**config.mk**
```make
export PLATFORM = sky130hd
export DESIGN_NAME = sie_top
export DESIGN_NICKNAME = d
export VERILOG_FILES = /design/src/sie_pkg.sv /design/src/sie_gate.sv /design/src/sie_wait_pin.sv /design/src/sie_top.sv
export SDC_FILE = /design/constraint.sdc
export NUM_CORES = 1
export LEC_CHECK = 0
export BUFFER_PORTS_ARGS = -buffer_cell sky130_fd_sc_hd__buf_2
export CORE_MARGIN = 1.5
export CORE_UTILIZATION = 43
export CTS_CLUSTER_SIZE = 28
export DETAILED_ROUTE_END_ITERATION = 12
export PLACE_DENSITY = 0.8
export SYNTH_ARGS = -nofsm -noshare
export SYNTH_HDL_FRONTEND = slang
export SYNTH_SLANG_ARGS = --single-unit
```
**constraint.sdc**
```tcl
create_clock -name mclk -period 1.9 [get_ports mclk]
set_clock_uncertainty 0.15 [all_clocks]
set_input_delay 0.285 -clock mclk [delete_from_list [all_inputs] [get_ports mclk]]
set_output_delay 0.285 -clock mclk [all_outputs]
set_load 0.05 [all_outputs]
```
**src/sie_pkg.sv**
```systemverilog
// Package for the interrupt and DMA enable block of the serial port.
// Assumes one 25 MHz clock and an AHB-Lite slave register port.
`default_nettype none
package sie_pkg;
  // Register byte offsets
  localparam logic [7:0] SIE_OFS_IRQ_ENABLE = 8'h00;
  localparam logic [7:0] SIE_OFS_EVT_STATUS = 8'h04;
  localparam logic [7:0] SIE_OFS_CONTROL = 8'h08;
  // Field positions in the enable register
  localparam int SIE_BIT_FLOAT = 24;
  localparam int SIE_BIT_DMA = 16;
  localparam int SIE_BIT_TX = 9;
  localparam int SIE_BIT_RX = 8;
  localparam int SIE_BIT_OVR = 6;
  localparam int SIE_BIT_BIT = 4;
  localparam int SIE_BIT_DSY = 3;
  localparam int SIE_BIT_PAR = 2;
  localparam int SIE_BIT_TMO = 1;
  localparam int SIE_BIT_DLE = 0;
  // Writable mask and reset value of the enable register
  localparam logic [31:0] SIE_IEN_MASK = 32'h0101_035f;
  localparam logic [31:0] SIE_IEN_RESET = 32'h0000_0000;
  // Control register fields
  localparam int SIE_BIT_GEN = 0;
  localparam int SIE_BIT_MST = 1;
  localparam int SIE_BIT_MON = 2;
  localparam logic [31:0] SIE_CTL_MASK = 32'h0000_0007;
  localparam logic [31:0] SIE_CTL_RESET = 32'h0000_0000;
  // Number of event sources
  localparam int SIE_NEVT = 8;
  // AHB encodings
  localparam logic [1:0] SIE_HTRANS_NONSEQ = 2'h2;
  localparam logic [1:0] SIE_HTRANS_SEQ = 2'h3;
endpackage : sie_pkg
`default_nettype wire

```
**src/sie_gate.sv**
```systemverilog
// Gates the event flags by their enables into one interrupt line.
// Assumes flags are levels held by the flag register outside.
`default_nettype none
module sie_gate (
  // Flags and enables
  input wire logic [7:0] flags,
  input wire logic [7:0] enables,
  // Gated result
  output logic [7:0] gated,
  output logic any
);
  import sie_pkg::*;
  // One AND per event
  genvar gi;
  generate
    for (gi = 0; gi < SIE_NEVT; gi++) begin : g_evt
      assign gated[gi] = flags[gi] & enables[gi];
    end
  endgenerate
  assign any = |gated;
endmodule : sie_gate
`default_nettype wire

```
**src/sie_wait_pin.sv**
```systemverilog
// Drives the slave wait pin, high or floated when idle.
// Assumes the shift engine supplies the wait level and the pin use.
`default_nettype none
module sie_wait_pin (
  // Configuration
  input wire logic float_en,
  input wire logic pin_is_wait,
  // Wait request, high means hold off
  input wire logic wait_low,
  // Pin signals
  output logic pin_o,
  output logic pin_oe
);
  // Low when waiting, else high or released
  always_comb begin
    pin_o = ~wait_low;
    pin_oe = pin_is_wait & (wait_low | ~float_en);
  end
endmodule : sie_wait_pin
`default_nettype wire

```
**src/sie_top.sv**
```systemverilog
// Interrupt enable and DMA request block of the serial port.
// Assumes AHB-Lite single word transfers and one clock mclk.
// Functional notes
// - Reserved enable bits read zero and ignore writes.
// - Float enable set: wait pin floats whenever not driving low.
// - Float enable clear: wait pin driven high when inactive.
// - DMA enable gates both receive and transmit requests.
// - One transmit request per word moved into shift register.
// - One receive request per word copied into receive buffer.
// - Transmit enable gates transmit-ready flag onto interrupt.
// - Transmit-ready raised at every shift register load.
// - Receive enable gates receive-full flag onto interrupt.
// - Overrun enable gates overrun flag onto interrupt.
// - Enable fields read/write, reset zero; reserved read zero.
// - Bit-error enable gates bit-error flag onto interrupt.
// - Desync enable acts only in master mode with monitor active.
// - Parity enable gates parity-error flag onto interrupt.
//
// Our own choices: register access over AHB-Lite and the address map.
`default_nettype none
module sie_top (
  // Clock and reset
  input wire logic mclk,
  input wire logic rst_n,
  // AHB-Lite slave
  input wire logic hsel,
  input wire logic [31:0] haddr,
  input wire logic [1:0] htrans,
  input wire logic hwrite,
  input wire logic [2:0] hsize,
  input wire logic [31:0] hwdata,
  input wire logic hready,
  output logic [31:0] hrdata,
  output logic hreadyout,
  output logic hresp,
  // Event flags from the flag register
  input wire logic rx_full_flag,
  input wire logic overrun_flag,
  input wire logic bit_error_flag,
  input wire logic desync_flag,
  input wire logic parity_error_flag,
  input wire logic timeout_flag,
  input wire logic length_error_flag,
  // Buffer transfer strobes from the shift engine
  input wire logic shift_load,
  input wire logic rx_copy,
  input wire logic tx_ready_clear,
  // Wait pin use and request
  input wire logic pin_is_wait,
  input wire logic wait_low,
  // Outputs to interrupt and DMA controllers
  output logic irq,
  output logic tx_dma_req,
  output logic rx_dma_req,
  // Slave wait pin
  output logic slave_wait_pin_o,
  output logic slave_wait_pin_oe,
  // Transmit-ready state
  output logic tx_ready_flag
);
  import sie_pkg::*;

  logic [31:0] ien_ff;
  logic [31:0] ctl_ff;
  logic tx_ready_ff;
  logic tx_dma_ff;
  logic rx_dma_ff;
  logic irq_ff;
  logic wr_pend_ff;
  logic [7:0] wr_addr_ff;
  logic [31:0] rdata_ff;
  logic [7:0] flags;
  logic [7:0] enables;
  logic [7:0] gated;
  logic any_irq;
  logic xfer;
  logic dsy_allowed;
  logic [31:0] nxt_rdata;

  // Accepted address phase
  assign xfer = hsel & hready &
    (htrans == SIE_HTRANS_NONSEQ || htrans == SIE_HTRANS_SEQ);

  // Capture write address for the data phase
  always_ff @(posedge mclk or negedge rst_n) begin
    if (!rst_n) begin
      wr_pend_ff <= 1'b0;
      wr_addr_ff <= 8'h00;
    end else begin
      wr_pend_ff <= xfer & hwrite;
      if (xfer) begin
        wr_addr_ff <= haddr[7:0];
      end
    end
  end

  // Enable register write
  always_ff @(posedge mclk or negedge rst_n) begin
    if (!rst_n) begin
      ien_ff <= SIE_IEN_RESET;
    end else if (wr_pend_ff && wr_addr_ff == SIE_OFS_IRQ_ENABLE) begin
      ien_ff <= hwdata & SIE_IEN_MASK;
    end
  end

  // Control register write, global enable and mode bits
  always_ff @(posedge mclk or negedge rst_n) begin
    if (!rst_n) begin
      ctl_ff <= SIE_CTL_RESET;
    end else if (wr_pend_ff && wr_addr_ff == SIE_OFS_CONTROL) begin
      ctl_ff <= hwdata & SIE_CTL_MASK;
    end
  end

  // Read data chosen in the address phase
  always_comb begin
    nxt_rdata = 32'h0000_0000;
    case (haddr[7:0])
      SIE_OFS_IRQ_ENABLE: nxt_rdata = ien_ff;
      SIE_OFS_EVT_STATUS: nxt_rdata = {16'h0000, gated, flags};
      SIE_OFS_CONTROL: nxt_rdata = ctl_ff;
      default: nxt_rdata = 32'h0000_0000;
    endcase
  end

  always_ff @(posedge mclk or negedge rst_n) begin
    if (!rst_n) begin
      rdata_ff <= 32'h0000_0000;
    end else if (xfer && !hwrite) begin
      rdata_ff <= nxt_rdata;
    end
  end

  // Zero wait states, always OKAY
  assign hrdata = rdata_ff;
  assign hreadyout = 1'b1;
  assign hresp = 1'b0;

  // Transmit-ready flag, a load wins over a clear
  always_ff @(posedge mclk or negedge rst_n) begin
    if (!rst_n) begin
      tx_ready_ff <= 1'b0;
    end else if (shift_load) begin
      tx_ready_ff <= 1'b1;
    end else if (tx_ready_clear) begin
      tx_ready_ff <= 1'b0;
    end
  end
  assign tx_ready_flag = tx_ready_ff;

  // Desync monitor only meaningful in master with monitor option
  // master mode only
  assign dsy_allowed = ctl_ff[SIE_BIT_MST] & ctl_ff[SIE_BIT_MON];

  // Flag and enable vectors, same order
  assign flags = {tx_ready_ff, rx_full_flag, overrun_flag,
    bit_error_flag, desync_flag, parity_error_flag, timeout_flag,
    length_error_flag};
  assign enables = {ien_ff[SIE_BIT_TX], ien_ff[SIE_BIT_RX],
    ien_ff[SIE_BIT_OVR], ien_ff[SIE_BIT_BIT],
    ien_ff[SIE_BIT_DSY] & dsy_allowed, ien_ff[SIE_BIT_PAR],
    ien_ff[SIE_BIT_TMO], ien_ff[SIE_BIT_DLE]};

  sie_gate u_gate (
    .flags(flags),
    .enables(enables),
    .gated(gated),
    .any(any_irq)
  );

  // Registered interrupt line
  always_ff @(posedge mclk or negedge rst_n) begin
    if (!rst_n) begin
      irq_ff <= 1'b0;
    end else begin
      irq_ff <= any_irq;
    end
  end
  assign irq = irq_ff;

  // DMA request pulses, one per transfer strobe
  always_ff @(posedge mclk or negedge rst_n) begin
    if (!rst_n) begin
      tx_dma_ff <= 1'b0;
      rx_dma_ff <= 1'b0;
    end else begin
      // relies on global enable set first
      tx_dma_ff <= ien_ff[SIE_BIT_DMA] & ctl_ff[SIE_BIT_GEN] & shift_load;
      rx_dma_ff <= ien_ff[SIE_BIT_DMA] & ctl_ff[SIE_BIT_GEN] & rx_copy;
    end
  end
  assign tx_dma_req = tx_dma_ff;
  assign rx_dma_req = rx_dma_ff;

  sie_wait_pin u_wait (
    .float_en(ien_ff[SIE_BIT_FLOAT]),
    .pin_is_wait(pin_is_wait),
    .wait_low(wait_low),
    .pin_o(slave_wait_pin_o),
    .pin_oe(slave_wait_pin_oe)
  );
endmodule : sie_top
`default_nettype wire

```
* Word level (Yosys, flattened, before mapping)
Index checks and enable logic that the tools add are counted.
** Word-level totals
- Register bits after elaboration :: 58
- Latch bits :: 0
- Bits in writable memories :: 0
- ROM bits :: 0
- Input bits :: 86
- Output and inout port bits :: 40
- Logic and storage cells :: 46
- Memories kept :: 0
** Operators by class
- Add/subtract/negate cells :: 0
- Multiply operators :: 0
- Divide/modulo/power cells :: 0
- Order comparisons :: 0
- Eq/ne operators :: 5
- Shift operators :: 0
- Mux-type cells :: 3
- Bitwise operators :: 20
- Reduce and logical (&&, ||, !) cells :: 9
** Operator list (count)
- $pmux W25 S3 :: 1
- $and A1 B1 Y1 :: 17
- $eq A8 B4 Y1 const B :: 2
- $logic_not A8 Y1 :: 2
- $eq A8 B3 Y1 const B :: 1
- $reduce_or A8 Y1 :: 1
- $eq A2 B2 Y1 const B :: 2
- $logic_and A1 B1 Y1 :: 3
- $mux W1 :: 2
- $not A1 Y1 :: 2
- $reduce_bool A2 Y1 :: 1
- $logic_not A1 Y1 :: 1
- $logic_or A1 B1 Y1 :: 1
- $or A1 B1 Y1 :: 1

* Logic depth before layout (Yosys ltp)
- Word-level depth :: 4
- Gate-level depth with buffers :: 5
- Mapped depth without buffers :: 3

* Hierarchy
Synthesis repeated with hierarchy kept, for this count alone.
** Unflattened totals
- Cell total of the unflattened synthesis :: 178
- Area, all modules :: 2098.3 µm²
** Modules (own cells, without submodules)
- sie_top :: times used 1, cells an instance 165, area an instance 2009.4 µm², seq. area each 1101.1 µm²
- sie_gate :: times used 1, cells an instance 11, area an instance 73.8 µm², seq. area each 0.0 µm²
- sie_wait_pin :: times used 1, cells an instance 2, area an instance 15.0 µm², seq. area each 0.0 µm²

* Worst setup path after synthesis
Ideal clock, no wire load.
- Path type :: input port to output port
- Start :: in wait_low
- End :: out slave_wait_pin_oe
- Data arrival time :: 1.695 ns
- Slack :: -0.230 ns
- Cell stages on the path :: 2
- Buffers on the path :: 0
- Path through :: inv_1 > a21boi_0
** On the way
- Longest elaborated chain between the ends :: 2
** RTL lines
- start: declaration :: line sie_top.sv:50 : input wire logic wait_low,
- $or A1 B1 Y1 :: line sie_wait_pin.sv:17 : pin_oe = pin_is_wait & (wait_low | ~float_en);
- $and A1 B1 Y1 :: line sie_wait_pin.sv:17
- end: declaration :: line sie_top.sv:57 : output logic slave_wait_pin_oe,
No other way between the ends.

* Worst setup path in the final report
- Start :: reg wr_addr_ff[4]
- End :: reg ien_ff[6]
** On the way
- Longest elaborated chain between the ends :: 2
** RTL lines
- start: declaration :: line sie_top.sv:70 : logic [7:0] wr_addr_ff;
- start signal: assignment :: line sie_top.sv:92 : wr_addr_ff <= haddr[7:0];
- $logic_not A8 Y1 :: line sie_top.sv:101 : end else if (wr_pend_ff && wr_addr_ff == SIE_OFS_IRQ_ENABLE) begin
- $logic_and A1 B1 Y1 :: line sie_top.sv:101
- end signal: assignment :: line sie_top.sv:102 : ien_ff <= hwdata & SIE_IEN_MASK;
- end: declaration :: line sie_top.sv:63 : logic [31:0] ien_ff;
No other way between the ends.
A chain may end at the register's enable or synchronous reset.

==> run_results.csv <==
group,metric,value,unit
status,outcome,"finished clean",
floorplan,die-area,5240,sq um
cts,htree_levels,2,
synth,synth_enable_flop_cells,0,
synth,synth.distinct_cells,32,
sta,maxSlewHeadroom,63.0,%
setup_path,critPathArrivalTime,1.77,ns
placement,dp_hpwl,3200,um
sta,finalSetupViolations,0,
synth,yosys.area.top_type_share,53.2,%
setup_path,reg2reg_slack,0.15,ns
floorplan,rows,25,
synth,async_flop_share,100,%
routing,drt_wl_total,4180,um
power_and_ir_drop,total_power,2.04,mW
synth,synth_simple_gate_area_share,14.0,%
synth,ys_top_cells_by_count,"dfrtp_1, nand2_1, buf_4",
setup_path,crit_chain,"nor4b_2 -> and3b_1 -> buf_12 -> mux2_4",
setup_path,crit_slowest_cell,"dfrtp_1",
setup_path,worstRegToRegCells,4,
setup_path,worstSetupEndpointType,"register",
routing,vias,1469,
synth,ys_warn_count,0,
power_and_ir_drop,p_leak,1.30,nW
routing,drtPass1Iterations,4,
setup_path,path_buf_inv,1,
sta,setup_tns,0,ns
synth,synth_top_family_by_area,"multiplexers",
synth,synth_most_common_cell,"dfrtp_1",
global_route,gr-total-overflow,0,
cts,cts_resized,0,
routing,wire_per_inst,14.3,um
placement,globalplace.congestion,0.772,
setup_path,critPathMaxStageDelay,0.40,ns
synth,syn_area,2070,sq um
cts,clk_latency,0.29,ns
synth,synthTopCellsByArea,"dfrtp_1, mux2_4, buf_4",
sta,rsz0062_at_grt,"no",
synth,synth_xor_area_share,0,%
floorplan,die_x,72.4,um
finish,utilization,53.3,%
cts,clock_path_buffers,2,
min_path,hold_depth,2,
synth,synth.mux.area_fraction,16.1,%
finish,area_delta_synth_final,20.7,%
sta,finalHoldViolations,0,
cts,root_buffer,"clkbuf_8",
sta,worstMarginPinSlew,0.555,ns
finish,final_nets,324,
synth,ys_seq_area_share,53.2,%
routing,drtIter0Drc,83,
placement,io_buffers,59,
placement,placedInstanceArea,2380,sq um
finish,finalNonFillerCells,293,
setup_path,critPathMaxFanout,8,
setup_path,worstReg2RegEnd,"ien_ff[6]$_DFFE_PN0P_",
routing,drc_errors,0,
synth,synth-compound-area-share,8.28,%
min_path,hp-class,"in2reg",
global_route,grt_pass1_wl,6890,um
setup_path,worstSetupPathType,"reg2reg",
routing,drtAntennaViolNets,0,
power_and_ir_drop,ir_drop,0.000404,V
global_route,grt_max_degree,27,
cts,clk_pin_slew,0.08,ns
synth,ys_seq_elements,44,
finish,final_area,2500,sq um
routing,via_per_inst,5.01,
sta,slew_viol_final,0,
global_route,gr-usage-all-layers,17.8,%
finish,num_antenna_cells,0,
sta,fmax,573,MHz
sta,fin_crit,1.75,ns
sta,min_period_over_period,91.9,%
global_route,grt_pass1_vias,1435,
cts,hold_buffers,1,
cts,numCtsBuffers,5,
floorplan,io_pins,126,
synth,synth.largest_area_cell,"dfrtp_1",
synth,synth_area_per_cell,11.9,sq um
finish,drive_gt1_share,40.2,%
setup_path,required,1.93,ns
flow_run,cap_violations,0,
synth,synthCells,174,
power_and_ir_drop,power_density,815,nW/um^2
floorplan,start_util,44.1,%
global_route,antenna_found_initial,0,
cts,cts_tree,"yes",
cts,clock_sinks,44,
floorplan,die_y,72.4,um
placement,place_inst,284,
sta,setup_ws,0.154,ns
floorplan,core_area,4690,sq um
sta,fin_hold_ws,0.0441,ns
setup_path,rr_startpoint,"wr_addr_ff[4]$_DFFE_PN0P_",
placement,place_ws,0.153,ns
setup_path,start_kind,"register",
synth,synth-main-ff-cell,"dfrtp_1",
min_path,min_from,"shift_load",
synth,synthAdderAreaFrac,0,%
cts,post-cts-setup-buffers,0,
setup_path,path_delay_family,"simple AND/OR/NAND/NOR gates",
min_path,holdPathEnd,"tx_ready_flag$_DFFE_PN0P_",
[sequential cells by signal (all words and copies together), names as in the netlist]
| signal | count |
|---|---|
| ctl_ff | 3 |
| wr_addr_ff | 8 |
| irq | 1 |
| tx_dma_req | 1 |
| tx_ready_flag | 1 |
| wr_pend_ff | 1 |
| hrdata | 18 |
| ien_ff | 10 |
| rx_dma_req | 1 |
[area by class of cell]
| type | instances | area, sq um |
|---|---|---|
| Fill cell | 423 | 2190 |
| Clock inverter | 2 | 35.0 |
| Multi-Input combinational cell | 119 | 856 |
| Timing Repair Buffer | 65 | 355 |
| Inverter | 3 | 11.3 |
| Clock buffer | 6 | 72.6 |
| Tap cell | 54 | 67.6 |
| Sequential cell | 44 | 1100 |
[routing by layer]
metal	wire length, um	global-route usage [%]	vias to the layer above
met1	1860	22.6	705
met3	257	5.69	5
met5	0	0	-
met2	2000	28.4	48
li1	-	-	711
met4	66	6.71	0
[worst register-to-register path, stage by stage, from the launching register on]
cell and delay (ns):
dfrtp_1 0.40, nor4b_2 0.34, and3b_1 0.28, buf_12 0.16
mux2_4 0.30
[cell families (layout without fill, tap and decap cells)]
group	Yosys count	after routing
AO/OA/AOI/OAI	26	26
multiplexers	27	27
buffers and inverters	25	76
AND/OR/NAND/NOR	50	50
flip-flops	44	44
other	2	16
[worst max-delay path by stage]
stage,start,depth (start not counted),slack [ns],to
after floorplan,wait_low,2,0.14,slave_wait_pin_oe
after global placement,wr_addr_ff[4]$_DFFE_PN0P_,4,0.23,ien_ff[2]$_DFFE_PN0P_
after detailed placement,wr_addr_ff[4]$_DFFE_PN0P_,4,0.15,ien_ff[8]$_DFFE_PN0P_
after CTS,wr_addr_ff[4]$_DFFE_PN0P_,4,0.14,ien_ff[6]$_DFFE_PN0P_
after global routing,wr_addr_ff[4]$_DFFE_PN0P_,4,0.09,ien_ff[9]$_DFFE_PN0P_
final,wr_addr_ff[4]$_DFFE_PN0P_,4,0.15,ien_ff[6]$_DFFE_PN0P_
[power by group]
part           switching (mW)  internal [mW]  leakage (nW)  total, mW
Clock                   0.302          0.390        0.0552      0.692
Sequential             0.0424          0.995         0.584       1.04
Combinational           0.194          0.113         0.657      0.307
Total                   0.539           1.50          1.30       2.04
[layout by cell type, fill, tap and decap left out, types with 2 or more instances in the layout]
master / netlist / layout
nand4_1: 2 / 2
buf_4: 17 / 4
mux2_2: 11 / 11
inv_1: 3 / 3
o21ai_0: 10 / 10
mux2_4: 10 / 10
nor2b_1: 3 / 3
dfrtp_1: 44 / 44
nor2_1: 2 / 2
buf_2: 1 / 59
mux2i_1: 6 / 6
nand2_1: 28 / 28
nand3_1: 4 / 4
nand4b_1: 2 / 2
o31ai_1: 8 / 8
a31oi_1: 2 / 2
and3_1: 2 / 2
a2bb2oi_1: 3 / 3
conb_1: 2 / 16
clkbuf_8: 0 / 5
No activity file was read; power rests on OpenSTA's default activity.
